**src/cpu8_timing_pkg.sv**
```systemverilog
// Purpose: Shared types and constants for the instruction decode and timing block.
// Assumes: One clock, synchronous active-high reset.
// Notes:   Opcodes follow the standard encoding of the 8-bit accumulator instruction set.
package cpu8_timing_pkg;

    // ----------------------------------------------------------------
    // Widths and field positions
    // ----------------------------------------------------------------
    localparam int          ADDR_W          = 16;
    localparam int          CYC_W           = 4;
    localparam int          BANK_LO_POS     = 3;
    localparam int          BANK_HI_POS     = 4;
    localparam int          SPECIAL_SEL_POS = 7;
    localparam int          PAGE_LOW_BITS   = 11;

    // ----------------------------------------------------------------
    // Opcodes
    // ----------------------------------------------------------------
    localparam logic [7:0]  OP_NOP          = 8'h00;
    localparam logic [7:0]  OP_SPARE        = 8'hA5;
    localparam logic [4:0]  OP_ABS_JMP_LO   = 5'h01;
    localparam logic [4:0]  OP_ABS_CALL_LO  = 5'h11;
    localparam logic [7:0]  OP_LONG_JMP     = 8'h02;
    localparam logic [7:0]  OP_LONG_CALL    = 8'h12;
    localparam logic [7:0]  OP_RET          = 8'h22;
    localparam logic [7:0]  OP_INT_RET      = 8'h32;
    localparam logic [7:0]  OP_SHORT_JMP    = 8'h80;
    localparam logic [7:0]  OP_JMP_IND      = 8'h73;
    localparam logic [7:0]  OP_BIT_CLR_JMP  = 8'h10;
    localparam logic [7:0]  OP_JB           = 8'h20;
    localparam logic [7:0]  OP_JNB          = 8'h30;
    localparam logic [7:0]  OP_JC           = 8'h40;
    localparam logic [7:0]  OP_JNC          = 8'h50;
    localparam logic [7:0]  OP_JZ           = 8'h60;
    localparam logic [7:0]  OP_JNZ          = 8'h70;
    localparam logic [7:0]  OP_CMP_A_IMM    = 8'hB4;
    localparam logic [7:0]  OP_CMP_A_DIR    = 8'hB5;
    localparam logic [6:0]  OP_CMP_IND_HI   = 7'h5B;
    localparam logic [4:0]  OP_CMP_REG_HI   = 5'h17;
    localparam logic [4:0]  OP_DEC_REG_HI   = 5'h1B;
    localparam logic [7:0]  OP_DEC_DIR      = 8'hD5;
    localparam logic [7:0]  OP_CODE_DP      = 8'h93;
    localparam logic [7:0]  OP_CODE_PC      = 8'h83;
    localparam logic [7:0]  OP_XIN_IND      = 8'hE2;
    localparam logic [7:0]  OP_XIN_IND1     = 8'hE3;
    localparam logic [7:0]  OP_XIN_DP       = 8'hE0;
    localparam logic [7:0]  OP_XOUT_IND     = 8'hF2;
    localparam logic [7:0]  OP_XOUT_IND1    = 8'hF3;
    localparam logic [7:0]  OP_XOUT_DP      = 8'hF0;
    localparam logic [6:0]  OP_NIBBLE_HI    = 7'h6B;
    localparam logic [7:0]  OP_MOV_DIR_DIR  = 8'h85;
    localparam logic [7:0]  OP_LOAD_DP      = 8'h90;
    localparam logic [7:0]  OP_ANL_DIR_IMM  = 8'h53;
    localparam logic [7:0]  OP_ORL_DIR_IMM  = 8'h43;
    localparam logic [7:0]  OP_XRL_DIR_IMM  = 8'h63;
    localparam logic [7:0]  OP_ANL_DIR_A    = 8'h52;
    localparam logic [7:0]  OP_ORL_DIR_A    = 8'h42;
    localparam logic [7:0]  OP_XRL_DIR_A    = 8'h62;
    localparam logic [7:0]  OP_PUSH         = 8'hC0;
    localparam logic [7:0]  OP_POP          = 8'hD0;
    localparam logic [7:0]  OP_MUL          = 8'hA4;
    localparam logic [7:0]  OP_DIV          = 8'h84;

    // ----------------------------------------------------------------
    // Lengths and base cycle counts (not-taken figure for branches)
    // ----------------------------------------------------------------
    localparam logic [1:0]  LEN_1 = 2'h1;
    localparam logic [1:0]  LEN_2 = 2'h2;
    localparam logic [1:0]  LEN_3 = 2'h3;
    localparam logic [CYC_W-1:0] CYC_1 = 4'h1;
    localparam logic [CYC_W-1:0] CYC_2 = 4'h2;
    localparam logic [CYC_W-1:0] CYC_3 = 4'h3;
    localparam logic [CYC_W-1:0] CYC_4 = 4'h4;
    localparam logic [CYC_W-1:0] CYC_5 = 4'h5;
    localparam logic [CYC_W-1:0] CYC_8 = 4'h8;

    // ----------------------------------------------------------------
    // Types
    // ----------------------------------------------------------------
    typedef enum logic [3:0] {
        K_PLAIN, K_REL, K_ABS, K_LONG, K_IND_JMP, K_RET,
        K_CODE_DP, K_CODE_PC, K_NIBBLE, K_BIT_CLR
    } kind_type;

    typedef struct packed {
        logic [7:0] opcode;
        logic [7:0] operand1;
        logic [7:0] operand2;
    } instr_type;

    typedef struct packed {
        kind_type         kind;
        logic [1:0]       length;
        logic [CYC_W-1:0] cycles;
        logic             conditional;
        logic             rel_in_third;
    } class_type;

    typedef struct packed {
        logic [1:0]        length;
        logic [CYC_W-1:0]  cycles;
        logic              taken;
        logic              target_valid;
        logic [ADDR_W-1:0] target;
        logic [ADDR_W-1:0] code_addr;
        logic              clear_bit;
        logic [4:0]        bank_reg_addr;
        logic [4:0]        pointer_reg_addr;
        logic [7:0]        data_addr;
        logic              direct_is_special;
        logic [7:0]        acc_out;
        logic [7:0]        mem_out;
    } result_type;

endpackage

```
**src/cpu8_opcode_class.sv**
```systemverilog
// Purpose: Opcode to kind, byte length and base cycle count.
// Assumes: Purely combinational.
// Notes:   Unlisted opcodes fall back on the operand-form pattern of the low nibble.
`timescale 1ns/1ps
module cpu8_opcode_class
    import cpu8_timing_pkg::*;
(
    input  wire logic [7:0] opcode,
    output class_type       cls
);
    always_comb begin
        cls = '{kind: K_PLAIN, length: LEN_1, cycles: CYC_1,
                conditional: 1'b0, rel_in_third: 1'b0};
        if (opcode[3:0] == 4'h4 || opcode[3:0] == 4'h5) begin
            cls.length = LEN_2;
            cls.cycles = CYC_2;
        end else if (opcode[3:1] == 3'h3) begin
            cls.cycles = CYC_2;
        end
        if (opcode[4:0] == OP_ABS_JMP_LO || opcode[4:0] == OP_ABS_CALL_LO) begin
            cls = '{kind: K_ABS, length: LEN_2, cycles: CYC_3,
                    conditional: 1'b0, rel_in_third: 1'b0};
        end else begin
            unique case (opcode) inside
                OP_LONG_JMP, OP_LONG_CALL:
                    cls = '{K_LONG, LEN_3, CYC_4, 1'b0, 1'b0};
                OP_RET, OP_INT_RET:
                    cls = '{K_RET, LEN_1, CYC_5, 1'b0, 1'b0};
                OP_SHORT_JMP:
                    cls = '{K_REL, LEN_2, CYC_3, 1'b0, 1'b0};
                OP_JMP_IND:
                    cls = '{K_IND_JMP, LEN_1, CYC_3, 1'b0, 1'b0};
                OP_JC, OP_JNC, OP_JZ, OP_JNZ:
                    cls = '{K_REL, LEN_2, CYC_2, 1'b1, 1'b0};
                OP_JB, OP_JNB:
                    cls = '{K_REL, LEN_3, CYC_3, 1'b1, 1'b1};
                OP_BIT_CLR_JMP:
                    cls = '{K_BIT_CLR, LEN_3, CYC_3, 1'b1, 1'b1};
                OP_CMP_A_IMM, OP_CMP_A_DIR, OP_DEC_DIR, [8'hB8:8'hBF]:
                    cls = '{K_REL, LEN_3, CYC_3, 1'b1, 1'b1};
                8'hB6, 8'hB7:
                    cls = '{K_REL, LEN_3, CYC_4, 1'b1, 1'b1};
                [8'hD8:8'hDF]:
                    cls = '{K_REL, LEN_2, CYC_2, 1'b1, 1'b0};
                OP_CODE_DP:
                    cls = '{K_CODE_DP, LEN_1, CYC_3, 1'b0, 1'b0};
                OP_CODE_PC:
                    cls = '{K_CODE_PC, LEN_1, CYC_3, 1'b0, 1'b0};
                OP_XIN_IND, OP_XIN_IND1, OP_XIN_DP,
                OP_XOUT_IND, OP_XOUT_IND1, OP_XOUT_DP:
                    cls = '{K_PLAIN, LEN_1, CYC_3, 1'b0, 1'b0};
                8'hD6, 8'hD7:
                    cls = '{K_NIBBLE, LEN_1, CYC_2, 1'b0, 1'b0};
                OP_MOV_DIR_DIR, OP_LOAD_DP,
                OP_ANL_DIR_IMM, OP_ORL_DIR_IMM, OP_XRL_DIR_IMM:
                    cls = '{K_PLAIN, LEN_3, CYC_3, 1'b0, 1'b0};
                OP_ANL_DIR_A, OP_ORL_DIR_A, OP_XRL_DIR_A, OP_PUSH, OP_POP:
                    cls = '{K_PLAIN, LEN_2, CYC_2, 1'b0, 1'b0};
                // Spare code decodes exactly like the no-operation code
                OP_SPARE, OP_NOP:
                    cls = '{K_PLAIN, LEN_1, CYC_1, 1'b0, 1'b0};
                OP_MUL:
                    cls = '{K_PLAIN, LEN_1, CYC_4, 1'b0, 1'b0};
                OP_DIV:
                    cls = '{K_PLAIN, LEN_1, CYC_8, 1'b0, 1'b0};
                default: ;
            endcase
        end
    end
endmodule

```
**src/cpu8_target_calc.sv**
```systemverilog
// Purpose: Branch target and code-read address arithmetic.
// Assumes: next_addr is the address of the first byte of the following instruction.
// Notes:   Wraps modulo 64K; the program store beyond its size is the caller's concern.
`timescale 1ns/1ps
module cpu8_target_calc
    import cpu8_timing_pkg::*;
(
    input  wire kind_type          kind,
    input  wire logic              rel_in_third,
    input  wire instr_type         instr,
    input  wire logic [ADDR_W-1:0] next_addr,
    input  wire logic [7:0]        acc,
    input  wire logic [ADDR_W-1:0] data_pointer_16,
    output logic [ADDR_W-1:0]      target,
    output logic [ADDR_W-1:0]      code_addr
);
    logic [7:0]        rel;
    logic [ADDR_W-1:0] rel_ext;
    logic [ADDR_W-1:0] acc_ext;

    assign rel     = rel_in_third ? instr.operand2 : instr.operand1;
    assign rel_ext = {{(ADDR_W-8){rel[7]}}, rel};
    assign acc_ext = {{(ADDR_W-8){1'b0}}, acc};

    always_comb begin
        unique case (kind)
            K_REL, K_BIT_CLR: target = next_addr + rel_ext;
            K_ABS:     target = {next_addr[ADDR_W-1:PAGE_LOW_BITS],
                                 instr.opcode[7:5], instr.operand1};
            K_LONG:    target = {instr.operand1, instr.operand2};
            K_IND_JMP: target = data_pointer_16 + acc_ext;
            default:   target = next_addr;
        endcase
        code_addr = ((kind == K_CODE_PC) ? next_addr : data_pointer_16) + acc_ext;
    end
endmodule

```
**src/cpu8_instruction_timing.sv**
```systemverilog
// Purpose: Decode one instruction, resolve its operands and time its execution.
// Assumes: START is taken while READY; condition and operand inputs are valid with START.
// Notes:   RESULT is registered at the accepting edge and holds until the next accept.
//
// Functional notes
// - Bank register resolves within selected bank's eight
// - Indirect operand points via active R0 or R1
// - Relative target equals next address plus offset
// - Direct address top half selects function registers
// - Absolute target stays in the same 2K page
// - Long target loads full sixteen-bit address
// - Spare opcode 0xA5 behaves as no-operation
// - Carry jumps: two bytes, 2/3 cycles
// - Bit jumps 3/4 cycles; clear variant clears
// - Indirect compare jump: three bytes, 4/5 cycles
// - Direct compare jump: three bytes, 3/4 cycles
// - Decrement jumps: direct 3/4, register 2/3
// - Both returns: one byte, five cycles
// - Long call and jump: three bytes, four cycles
// - Absolute call and jump: two bytes, three cycles
// - Code byte read: one byte, three cycles
// - External data moves: one byte, three cycles
// - Nibble exchange keeps high nibbles; 1 byte, 2 cycles
// - Direct-to-direct and pointer load: 3 bytes, 3 cycles
// - Logic into direct: immediate 3/3, accumulator 2/2
// - Short jump and indirect jump take three cycles
// - Push and pop: two bytes, two cycles
// - Untaken conditional branch ends one cycle sooner
// - Status bits 3 and 4 select register bank
`timescale 1ns/1ps
module cpu8_instruction_timing
    import cpu8_timing_pkg::*;
(
    input  wire logic              MCLK,
    input  wire logic              SYS_RST,
    input  wire logic              START,
    input  wire instr_type         INSTR,
    input  wire logic [ADDR_W-1:0] INSTR_ADDR,
    input  wire logic              COND_TRUE,
    input  wire logic [7:0]        PROGRAM_STATUS_WORD,
    input  wire logic [7:0]        POINTER_VALUE,
    input  wire logic [7:0]        INDIRECT_DATA,
    input  wire logic [7:0]        ACC,
    input  wire logic [ADDR_W-1:0] DATA_POINTER_16,
    output logic                   READY,
    output logic                   DONE,
    output result_type             RESULT
);
    // ----------------------------------------------------------------
    // State
    // ----------------------------------------------------------------
    typedef enum logic [1:0] {
        ST_IDLE = 2'b01,
        ST_EXEC = 2'b10
    } state_type;

    typedef struct packed {
        state_type        state;
        logic [CYC_W-1:0] remaining;
        result_type       res;
    } regs_type;

    regs_type  r_q;
    regs_type  r_d;
    class_type cls;
    logic [ADDR_W-1:0] next_addr;
    logic [ADDR_W-1:0] target;
    logic [ADDR_W-1:0] code_addr;
    logic [1:0]        bank;
    logic              accept;
    logic              taken;
    logic [ADDR_W-1:0] next_addr_q;

    // ----------------------------------------------------------------
    // Decode helpers
    // ----------------------------------------------------------------
    cpu8_opcode_class u_class (
        .opcode (INSTR.opcode),
        .cls    (cls)
    );

    assign next_addr = INSTR_ADDR + {{(ADDR_W-2){1'b0}}, cls.length};

    cpu8_target_calc u_target (
        .kind            (cls.kind),
        .rel_in_third    (cls.rel_in_third),
        .instr           (INSTR),
        .next_addr       (next_addr),
        .acc             (ACC),
        .data_pointer_16 (DATA_POINTER_16),
        .target          (target),
        .code_addr       (code_addr)
    );

    assign bank   = {PROGRAM_STATUS_WORD[BANK_HI_POS],
                     PROGRAM_STATUS_WORD[BANK_LO_POS]};
    assign READY  = (r_q.state == ST_IDLE) || (r_q.remaining == CYC_1);
    assign DONE   = (r_q.state == ST_EXEC) && (r_q.remaining == CYC_1);
    assign accept = START && READY;
    assign taken  = cls.conditional ? COND_TRUE : (cls.kind != K_PLAIN);
    assign RESULT = r_q.res;

    // ----------------------------------------------------------------
    // Next state
    // ----------------------------------------------------------------
    always_comb begin
        r_d = r_q;
        unique case (r_q.state)
            ST_IDLE: ;
            ST_EXEC: begin
                r_d.remaining = r_q.remaining - CYC_1;
                if (r_q.remaining == CYC_1) begin
                    r_d.state = ST_IDLE;
                end
            end
            default: r_d.state = ST_IDLE;
        endcase
        if (accept) begin
            r_d.state      = ST_EXEC;
            // Taken conditional branches pay one extra cycle
            r_d.remaining  = cls.cycles
                           + ((cls.conditional && COND_TRUE) ? CYC_1 : 4'h0);
            r_d.res.length = cls.length;
            r_d.res.cycles = r_d.remaining;
            r_d.res.taken  = taken;
            r_d.res.target_valid = taken && (cls.kind != K_RET);
            r_d.res.target = target;
            r_d.res.code_addr = code_addr;
            r_d.res.clear_bit = (cls.kind == K_BIT_CLR) && COND_TRUE;
            r_d.res.bank_reg_addr = {bank, INSTR.opcode[2:0]};
            r_d.res.pointer_reg_addr = {bank, 2'b00, INSTR.opcode[0]};
            r_d.res.data_addr = POINTER_VALUE;
            r_d.res.direct_is_special = INSTR.operand1[SPECIAL_SEL_POS];
            // Only the low nibbles trade places
            r_d.res.acc_out = (cls.kind == K_NIBBLE)
                            ? {ACC[7:4], INDIRECT_DATA[3:0]} : ACC;
            r_d.res.mem_out = (cls.kind == K_NIBBLE)
                            ? {INDIRECT_DATA[7:4], ACC[3:0]} : INDIRECT_DATA;
        end
        if (SYS_RST) begin
            r_d = '0;
            r_d.state = ST_IDLE;
        end
    end

    always_ff @(posedge MCLK) begin
        r_q <= r_d;
    end

    // Helper register for the page check only
    always_ff @(posedge MCLK) begin
        next_addr_q <= next_addr;
    end
endmodule

```
**config.mk**
```make
export PLATFORM = sky130hd
export DESIGN_NAME = cpu8_instruction_timing
export DESIGN_NICKNAME = d
export VERILOG_FILES = /design/src/cpu8_timing_pkg.sv /design/src/cpu8_opcode_class.sv /design/src/cpu8_target_calc.sv /design/src/cpu8_instruction_timing.sv
export SDC_FILE = /design/constraint.sdc
export NUM_CORES = 1
export LEC_CHECK = 0
export BUFFER_PORTS_ARGS = -buffer_cell sky130_fd_sc_hd__buf_2
export CORE_UTILIZATION = 57
export CTS_BUF_LIST = sky130_fd_sc_hd__clkbuf_4
export CTS_CLUSTER_SIZE = 40
export DETAILED_ROUTE_END_ITERATION = 12
export PLACE_DENSITY = 0.87
export REMOVE_ABC_BUFFERS = 1
export SKIP_LAST_GASP = 1
export SYNTH_ARGS = -nofsm -noshare
export SYNTH_HDL_FRONTEND = slang
export SYNTH_HIERARCHICAL = 1
export SYNTH_SLANG_ARGS = --single-unit
```
**constraint.sdc**
```tcl
create_clock -name MCLK -period 5.7 [get_ports MCLK]
set_input_delay 0.855 -clock MCLK [delete_from_list [all_inputs] [get_ports MCLK]]
set_output_delay 0.855 -clock MCLK [all_outputs]
set_load 0.01 [all_outputs]
```
==> results.ini, run 1 <==
[placed_design]
dpl_cell_area_um2=7900
gp_congestion=0.953
hpwl_um=15000
port_buffers=161
placed_cells=1223

[routing]
first_pass_iters=7
vias=7146
first_iter_violations=719
antenna_left=0
via_per_inst=5.77
wl_per_cell_um=15.9
drc=0
wirelength_um=19600

[die]
pin_count=170
std_cell_rows=40
die_h_um=114
dieArea_um2=12900
core_area_um2=12100
initial_utilization_pct=58.9
die_w_um=114

[critical_path]
end_kind=register
max_stage_delay_ps=540
crit_chain=buf_2 > and4b_1 > a22o_1 > nor4_2 > nor3_1 > o211ai_1 > ha_1 > inv_1 > fa_1 > nor4_4 > nand3_1 > xnor2_1 > ha_1 > a21oi_1 > o21ai_0 > a21oi_1 > a2bb2oi_1 > o211ai_1 > nor3_1 > a211oi_1 > nand2_1 > a21oi_1
cp.required_ps=6060
critPathBufInv=2
crit_top_cell=a21oi_1
worst-endpoint-arrival_ps=5660
worstSetupStartpointType=input port
worstPathMaxFanout=11
crit_family=simple AND/OR/NAND/NOR gates
cp_slowest_cell=fa_1
setup.worst_path.class=input port to register

[status]
outcome=finished clean

[clocking]
cts_hold_buffers=0
clk_latency_ps=480
clk_path_buf_depth=2
cts_sinks=77
htreeDepth=3
clk_pin_slew_worst_paths_ps=150
post_cts_buffers=0
cts-root-buf=clkbuf_4
cts-buffers-inserted=9
ctsResizeCount=0
cts_tree=done

[sta]
relSlewSlack_pct=35.5
fmax_mhz=189
whs_ps=460
fin_crit_ps=5300
setup_tns_ps=0
finalSetupViolCount=0
finalHoldViolations=0
fin_skew_ps=18.4
maxSlewViolCount=0
fin_crit_sh_pct=93.0
grt_setup_unrepaired=false
worstMarginPinSlew_ps=965

[final_layout]
fill_cells=1060
layout_commonest_cell=nand2_1
final_util_pct=66.7
fin_nets=1199
fin_cells=1239
layout-drive-gt1-share_pct=28.6
n_antenna_cell=0
area_growth_pct=13.3
final_area_um2=8050
final_cell_mix=190 x nand2_1, 161 x buf_2, 97 x a21oi_1

[power_and_ir_drop]
p_leak_nw=3.65
switching_share_pct=38.7
seq_power_share_pct=36.9
p_clk_share_pct=22.2
switchingPower_mw=0.643
p_per_area_nw_per_um2=207
ir_drop_v=0.000152
internal_power_mw=1.02
pwr-share-comb_pct=40.9

[synth]
yosysWarnings=6
synth.avg_cell_area_um2=7.59
yosysTopAreaCell=dfxtp_1
synth_edf_count=0
ys_ff_latch=77
ys_types=87
async_reset_ff_share_pct=0
netlist_top_cells_area=dfxtp_1 22%, nand2_1 10%, buf_4 9.3%
synth.yosys.seq_area_share_pct=21.7
synthesis.area_um2=7110
postSynthCellCount=936
ys.flop_type=dfxtp_1
yosys.area.top_type_share_pct=21.7

[grt]
grt_max_degree=76
grt_pass1_wl_um=30900
track_usage_pct=30.1
grt_pass1_vias=6436
grt_overflow=0
antenna_found_initial=0

[worst_hold_path]
hold_path_class=register to register

[flow_run]
max_cap_viol_count=0

sequential cells by signal, summed over array words and instances, names as in the netlist:
name and flops:
r_q 6, RESULT 71
cell usage after synthesis, types with 4 or more instances:
cell,number
a211oi_2,9
a21o_1,11
a21oi_1,97
a222oi_1,12
a311oi_1,4
and2_1,5
and3_1,6
buf_2,12
buf_4,88
buf_6,6
clkbuf_1,17
dfxtp_1,77
fa_1,4
ha_1,37
inv_1,24
mux2_2,9
mux2i_1,18
nand2_1,190
nand2b_1,6
nand3_1,22
nand4_1,9
nor2_1,52
nor2b_1,13
nor3_1,15
nor4_1,4
o211ai_1,12
o21a_1,8
o21ai_0,20
o21ai_1,4
o221ai_1,6
or4_1,4
xnor2_1,28
xor2_1,30
cell families after synthesis:
logic type	synth area share (%)
flops	21.7
compound gates	21.8
simple gates	24.3
buf+inv	13.4
mux	3.96
xor+xnor	7.15
other cells	0.0528
fa+ha+maj	7.64
tightest hold or removal path: stages (launching register included):
cell,delay (ps)
dfxtp_1,330
nand2_1,50
a21oi_1,50
final timing paths:
kind | slack, ps | cells past startpoint | endpoint | start
min | 460 | 2 | RESULT[23] | RESULT[23]
min reg2reg | 460 | 2 | RESULT[23] | RESULT[23]
max reg2reg | 3180 | 7 | RESULT[11] | r_q[77]
max | 400 | 22 | RESULT[67] | INSTR[23]
per-layer routing:
layer | share of wire, % | track usage, % | vias to the layer above
met1 | 43 | 37.8 | 3292
met5 | 0 | 0 | -
met4 | 2.8 | 11.8 | 0
li1 | - | - | 3481
met3 | 7.2 | 5.63 | 57
met2 | 47 | 51.0 | 316
cell type report:
type	instances	area (um2)	share of cell area, %
Clock buffer	9	67.6	0.840
Clock inverter	7	81.3	1.01
Inverter	24	90.1	1.12
Multi-Input combinational cell	710	4630	57.5
Sequential cell	77	1540	19.2
Tap cell	168	210	2.61
Timing Repair Buffer	244	1430	17.8
power by group through the flow:
stage	Sequential [mW]	Combinational, mW	Clock, mW
floorplan	0.647	0.377	0
global placement	0.623	0.652	0
detailed placement	0.626	0.668	0
CTS	0.614	0.672	0.378
global route	0.620	0.742	0.397
finish	0.614	0.681	0.368
stage by stage:
step	setup slack, ps	total power [mW]
detailed placement	9.39	1.29
global route	37.8	1.76
global placement	35.9	1.27
floorplan	608	1.02
CTS	551	1.66
finish	398	1.66
Note: power is estimated with default switching activity, not from simulation.
==> run 2: changes to the inputs <==
--- a/config.mk
+++ b/config.mk
@@ -5,7 +5,9 @@
 export SDC_FILE = /design/constraint.sdc
 export NUM_CORES = 1
 export LEC_CHECK = 0
+export ABC_AREA = 1
 export BUFFER_PORTS_ARGS = -buffer_cell sky130_fd_sc_hd__buf_2
+export CORE_ASPECT_RATIO = 1.25
 export CORE_UTILIZATION = 57
 export CTS_BUF_LIST = sky130_fd_sc_hd__clkbuf_4
 export CTS_CLUSTER_SIZE = 40
==> run 2 against run 1 <==
Effect of this change: combinational power is 3.7% lower; clock power decreased by 2%; worst hold slack improved by 14 ps; die area increased by 5.5%; sequential share of layout area grew 0.18 points; count of clock-buffer cells in the layout rose by 1; critical path type unchanged; largest cell class unchanged; largest power group unchanged; highest routed layer unchanged.
==> results.ini, run 2 <==
[synth]
synth_common_cells=319 x nand2_1, 190 x nor2_1, 147 x inv_1  ; was 190 x nand2_1, 97 x a21oi_1, 88 x buf_4
synthesis.area_um2=7500  ; was 7110 um2
ys_ff_latch=77  ; unchanged
synth.avg_cell_area_um2=5.96  ; was 7.59 um2
yosysTopAreaCell=dfxtp_1  ; unchanged
postSynthCellCount=1258  ; was 936
synth.most_common_cell=nand2_1  ; unchanged
synth.yosys.seq_area_share_pct=20.5  ; was 21.7%
yosys.area.top_type_share_pct=20.5  ; was 21.7%
yosysWarnings=6  ; unchanged
ys.flop_type=dfxtp_1  ; unchanged
async_reset_ff_share_pct=0  ; unchanged
ys_types=41  ; was 87
synth_edf_count=0  ; unchanged
netlist_top_cells_area=dfxtp_1 21%, nand2_1 16%, nor2_1 9.5%  ; was dfxtp_1 22%, nand2_1 10%, buf_4 9.3%

[routing]
antenna_left=0  ; unchanged
wl_per_cell_um=13.4  ; was 15.9 um
first_pass_iters=5  ; was 7
via_per_inst=5.24  ; was 5.77
drc=0  ; unchanged
first_iter_violations=468  ; was 719
vias=7879  ; was 7146
wirelength_um=20100  ; was 19600 um

[clocking]
clk_path_buf_depth=2  ; unchanged
cts_sinks=77  ; unchanged
ctsResizeCount=0  ; unchanged
clk_latency_ps=450  ; was 480 ps
cts_tree=done  ; unchanged
htreeDepth=3  ; unchanged
cts-buffers-inserted=9  ; unchanged
cts_hold_buffers=0  ; unchanged
cts-root-buf=clkbuf_4  ; unchanged
post_cts_buffers=0  ; unchanged
clk_pin_slew_worst_paths_ps=140  ; was 150 ps

[die]
pin_count=170  ; unchanged
initial_utilization_pct=58.7  ; was 58.9%
std_cell_rows=46  ; was 40
dieArea_um2=13600  ; was 12900 um2
die_h_um=130  ; was 114 um
core_area_um2=12800  ; was 12100 um2
die_w_um=105  ; was 114 um

[worst_hold_path]
hold_path_class=register to register  ; unchanged
whs_endpoint=RESULT[8]  ; was RESULT[23]
whs_path_depth=2  ; unchanged
min_from=RESULT[8]  ; was RESULT[23]

[grt]
antenna_found_initial=1  ; was 0
grt_max_degree=72  ; was 76
grt_overflow=0  ; unchanged
track_usage_pct=29.1  ; was 30.1%
grt_pass1_wl_um=31900  ; was 30900 um
grt_pass1_vias=6839  ; was 6436

[power_and_ir_drop]
p_leak_nw=4.37  ; was 3.65 nW
p_per_area_nw_per_um2=206  ; was 207 nW/um2
power.total_mw=1.64  ; was 1.66 mW
ir_drop_v=0.000117  ; was 0.000152 V

[sta]
worst_slack_ps=1030  ; was 398 ps
grt_setup_unrepaired=false  ; unchanged
setup_tns_ps=0  ; unchanged
fin_crit_ps=4670  ; was 5300 ps
fmax_mhz=214  ; was 189 MHz
fin_crit_sh_pct=81.9  ; was 93.0%
fin_skew_ps=26.1  ; was 18.4 ps
worstMarginPinSlew_ps=771  ; was 965 ps
finalSetupViolCount=0  ; unchanged
maxSlewViolCount=0  ; unchanged
finalHoldViolations=0  ; unchanged
relSlewSlack_pct=48.6  ; was 35.5%

[critical_path]
reg2reg_slack_ps=3700  ; was 3180 ps
end_kind=register  ; unchanged
worst-endpoint-arrival_ps=5020  ; was 5660 ps
worstPathMaxFanout=6  ; was 11
rr_worst_depth=10  ; was 7
cp.required_ps=6050  ; was 6060 ps
r2r_end=r_q[78]  ; was RESULT[11]
timing.rr.start=r_q[77]  ; unchanged
worstSetupStartpointType=input port  ; unchanged
setup.worst_path.class=input port to register  ; unchanged

[placed_design]
port_buffers=161  ; unchanged
pre_cts_ws_ps=588  ; was 9.39 ps
gp_congestion=0.964  ; was 0.953
hpwl_um=15700  ; was 15000 um

[final_layout]
final_util_pct=62.4  ; was 66.7%
final_cell_mix=319 x nand2_1, 190 x nor2_1, 161 x buf_2  ; was 190 x nand2_1, 161 x buf_2, 97 x a21oi_1
layout-drive-gt1-share_pct=18.2  ; was 28.6%
largest_reg_flops=71  ; unchanged
area_growth_pct=6.29  ; was 13.3%
layout_commonest_cell=nand2_1  ; unchanged
fin_nets=1462  ; was 1199

[flow_run]
max_cap_viol_count=0  ; unchanged

[status]
outcome=finished clean  ; unchanged

## run 2: area by class of cell
| class | instances | area (um2) |
|---|---|---|
| diodes | 1 | 2.50 |
| clock buffers | 10 | 75.1 |
| clock inverters | 6 | 70.1 |
| fillers | 1293 | 4800 |
| inverters | 155 | 582 |
| multi-input cells | 921 | 4660 |
| flip-flops and latches | 77 | 1540 |
| well taps | 168 | 210 |
| repair buffers | 165 | 836 |
## run 2: critical path: stages
cell,delay [ps]
buf_2,160
inv_1,90
nor2_1,230
nand2_1,100
nor2_1,180
nor2_2,80
nand3_2,90
nor2_4,50
nand3_2,60
nand2_1,60
inv_1,80
ha_1,170
inv_1,50
fa_1,430
nor3b_2,370
xor2_1,210
mux2_2,310
ha_1,380
nand2_1,70
nor2_1,100
nand2_1,60
nand3_1,110
nand2_1,70
nand2_1,170
nand3_1,120
xnor2_1,130
o21ai_0,160
nor2_1,50
## run 2: cells by family (layout without fill, tap and decap cells)
group	Yosys count	after routing	share of synthesized area, %
buffers and inverters	261	336	17.4
other	1	3	0.0500
multiplexers	6	6	0.901
AND/OR/NAND/NOR	708	708	40.9
AO/OA/AOI/OAI	140	140	10.1
XOR/XNOR	24	24	2.80
flip-flops	77	77	20.5
adder cells (fa/ha/maj)	41	41	7.24
## run 2: power by group
group	switching (mW)	internal (mW)
logic	0.415	0.240
registers	0.0275	0.596
clock network	0.221	0.142
## run 2: stage by stage
step | cells | area (um2) | hold slack (ps)
after floorplan | 1153 | 6780 | 480
after global placement | 1486 | 7830 | 448
after detailed placement | 1486 | 7830 | 454
after CTS | 1502 | 7970 | 474
after global routing | 1503 | 7970 | 497
final | 1503 | 7970 | 474
## run 2: layer usage
| layer | share of wire (%) | vias up | wire (um) | track usage (%) |
|---|---|---|---|---|
| met3 | 6.4 | 45 | 1300 | 3.55 |
| met1 | 44 | 3464 | 8780 | 37.2 |
| met2 | 47 | 303 | 9480 | 50.3 |
| li1 | - | 4067 | - | - |
| met4 | 3.0 | 0 | 595 | 11.4 |
| met5 | 0 | - | 0 | 0 |
## run 2: worst max path at each step
stage,startpoint,end,depth (start not counted)
detailed placement,INSTR[18],RESULT[49],27
global placement,INSTR[22],RESULT[49],27
floorplan,INSTR[22],RESULT[47],26
CTS,INSTR[18],RESULT[49],27
finish,INSTR[22],RESULT[49],28
global route,INSTR[21],RESULT[47],25
==> run 3: changes to the inputs <==
--- a/config.mk
+++ b/config.mk
@@ -8,11 +8,11 @@
 export ABC_AREA = 1
 export BUFFER_PORTS_ARGS = -buffer_cell sky130_fd_sc_hd__buf_2
 export CORE_ASPECT_RATIO = 1.25
-export CORE_UTILIZATION = 57
+export CORE_UTILIZATION = 52
 export CTS_BUF_LIST = sky130_fd_sc_hd__clkbuf_4
 export CTS_CLUSTER_SIZE = 40
 export DETAILED_ROUTE_END_ITERATION = 12
-export PLACE_DENSITY = 0.87
+export PLACE_DENSITY = 0.83
 export REMOVE_ABC_BUFFERS = 1
 export SKIP_LAST_GASP = 1
 export SYNTH_ARGS = -nofsm -noshare
==> constraint.sdc (replaced) <==
create_clock -name MCLK -period 3.9 [get_ports MCLK]
set_input_delay 0.585 -clock MCLK [delete_from_list [all_inputs] [get_ports MCLK]]
set_output_delay 0.585 -clock MCLK [all_outputs]
set_load 0.01 [all_outputs]
==> run 3 against run 2 <==
Effect of this change: the run now ends with negative setup slack left; largest cell class unchanged; worst hold slack worse by 84 ps; highest routed layer unchanged; cell count rose by 8.8%; combinational power up 84%; largest power group unchanged.
==> results.ini, run 3 (synthesized netlist as in run 2, its figures left out) <==
[placed_design]
dpl_cell_area_um2=8720  ; was 7830 um2
hpwl_um=17300  ; was 15700 um
pre_cts_ws_ps=-654  ; was 588 ps
port_buffers=161  ; unchanged
gp_congestion=0.918  ; was 0.964
placed_cells=1609  ; was 1486

[final_layout]
area_growth_pct=27.3  ; was 6.29%
layout-drive-gt1-share_pct=30.9  ; was 18.2%
fin_nets=1586  ; was 1462
final_cell_mix=303 x nand2_1, 171 x nor2_1, 154 x buf_2  ; was 319 x nand2_1, 190 x nor2_1, 161 x buf_2
final_util_pct=68.5  ; was 62.4%
final_area_um2=9550  ; was 7970 um2
layout_commonest_cell=nand2_1  ; unchanged
largest_reg_flops=71  ; unchanged
fin_cells=1635  ; was 1503

[clocking]
clk_path_buf_depth=2  ; unchanged
cts-buffers-inserted=9  ; unchanged
htreeDepth=3  ; unchanged
clk_latency_ps=450  ; about the same
cts_tree=done  ; unchanged
clk_pin_slew_worst_paths_ps=140  ; about the same
cts-root-buf=clkbuf_4  ; unchanged
cts_sinks=77  ; unchanged

[flow_run]
max_cap_viol_count=0  ; unchanged

[sta]
whs_ps=390  ; was 474 ps
finalHoldViolations=0  ; unchanged
fin_crit_ps=3920
grt_setup_unrepaired=true  ; was false
fmax_mhz=255
relSlewSlack_pct=38.4  ; was 48.6%
worst_slack_ps=-16.4  ; was 1030 ps
finalSetupViolCount=1  ; was 0
fin_skew_ps=19.0  ; was 26.1 ps
setup_tns_ps=-16.4  ; was 0 ps
worstMarginPinSlew_ps=921  ; was 771 ps
fin_crit_sh_pct=100
maxSlewViolCount=0  ; unchanged

[power_and_ir_drop]
p_clk_share_pct=21.7  ; was 22.1%
power.total_mw=2.72  ; was 1.64 mW
switching_share_pct=38.6  ; was 40.4%
internal_power_mw=1.67  ; was 0.978 mW
ir_drop_v=0.000256  ; was 0.000117 V
p_leak_nw=5.12  ; was 4.37 nW
switchingPower_mw=1.05  ; was 0.664 mW
seq_power_share_pct=33.6  ; was 38.0%
pwr-share-comb_pct=44.7  ; was 39.9%
p_per_area_nw_per_um2=284  ; was 206 nW/um2

[grt]
antenna_found_initial=2  ; was 1
grt_pass1_vias=7426  ; was 6839
track_usage_pct=28.9  ; was 29.1%
grt_max_degree=54  ; was 72
grt_pass1_wl_um=34100  ; was 31900 um
grt_overflow=0  ; unchanged

[critical_path]
cp.required_ps=4220  ; was 6050 ps
max_stage_delay_ps=340  ; was 430 ps
crit_family=simple AND/OR/NAND/NOR gates  ; unchanged
worstPathMaxFanout=6  ; unchanged
worstSetupStartpointType=input port  ; unchanged
cp_slowest_cell=ha_1  ; was fa_1
end_kind=register  ; unchanged
setup.worst_path.class=input port to register  ; unchanged
worst-endpoint-arrival_ps=4240  ; was 5020 ps
critPathBufInv=5  ; was 4

[routing]
first_iter_violations=723  ; was 468
drc=0  ; unchanged
antenna_left=0  ; unchanged
via_per_inst=5.28  ; was 5.24
vias=8630  ; was 7879
first_pass_iters=7  ; was 5
wirelength_um=22900  ; was 20100 um
wl_per_cell_um=14.0  ; was 13.4 um

[die]
std_cell_rows=48  ; was 46
dieArea_um2=14900  ; was 13600 um2
die_w_um=109  ; was 105 um
die_h_um=136  ; was 130 um
initial_utilization_pct=53.8  ; was 58.7%
pin_count=170  ; unchanged
core_area_um2=13900  ; was 12800 um2

[status]
outcome=complete, but fails checks  ; was finished clean
failed_checks=negative setup slack

[worst_hold_path]
hold_path_class=input port to register  ; was register to register

-- run 3: cell types whose count changed in the layout (fill, tap and decap cells not counted), moves of 8 or more --
cell     before  now
nor2_4        4   15
ha_1         37   24
nor2_2       14   22
buf_4         4  127
ha_4          0   13
nand2_2      13   25
nand2_1     319  303
nand3_1     105   96
nor2_1      190  171
o21ai_0      87   77
-- run 3: worst paths after layout --
kind / from / end / slack [ps] / cells after the start
max reg2reg: r_q[77] / RESULT[51] / 1650 / 8
min reg2reg: RESULT[8] / RESULT[8] / 480 / 2
min: POINTER_VALUE[2] / RESULT[19] / 390 / 3
max: INSTR[20] / RESULT[45] / -20 / 27
-- run 3: worst register-to-register path, delay by kind of cell (launching register included) --
family | cells | cell delay (ps)
and+or+nand+nor | 4 | 1020
AOI/OAI and AO/OA | 1 | 120
adders and majority gates | 1 | 190
DFF | 1 | 370
buffers and inverters | 2 | 500
-- run 3: cell type report --
cell class,count,area (um2)
clock buffer,11,82.6
timing repair buffer,289,1830
clock inverter,5,83.8
antenna,2,5.00
inverter,155,584
tap,175,219
fill,1227,4390
sequential,77,1540
multi-input combinational,921,5200
-- run 3: repair_timing --
item                       in CTS  in global routing
gates cloned                    0                  0
setup endpoints to repair      19                 27
hold buffers                    0                  0
pin swaps                       5                 30
gates resized for setup        16                120
buffers inserted                0                  9
-- run 3: power groups by stage --
stage	clock (mW)	combinational (mW)	sequential, mW
after CTS	0.590	1.10	0.914
after floorplan	0	0.593	0.969
after global placement	0	1.06	0.927
after detailed placement	0	1.08	0.932
after global routing	0.620	1.35	0.924
final	0.589	1.21	0.913
-- run 3: metal layers --
metal | share of wire [%] | vias up | wire, um | track usage, %
met5 | 0 | - | 0 | 0
met4 | 3.2 | 0 | 735 | 11.5
met3 | 6.1 | 59 | 1400 | 3.07
met2 | 49 | 329 | 11100 | 50.2
met1 | 42 | 3923 | 9640 | 36.2
li1 | - | 4319 | - | -
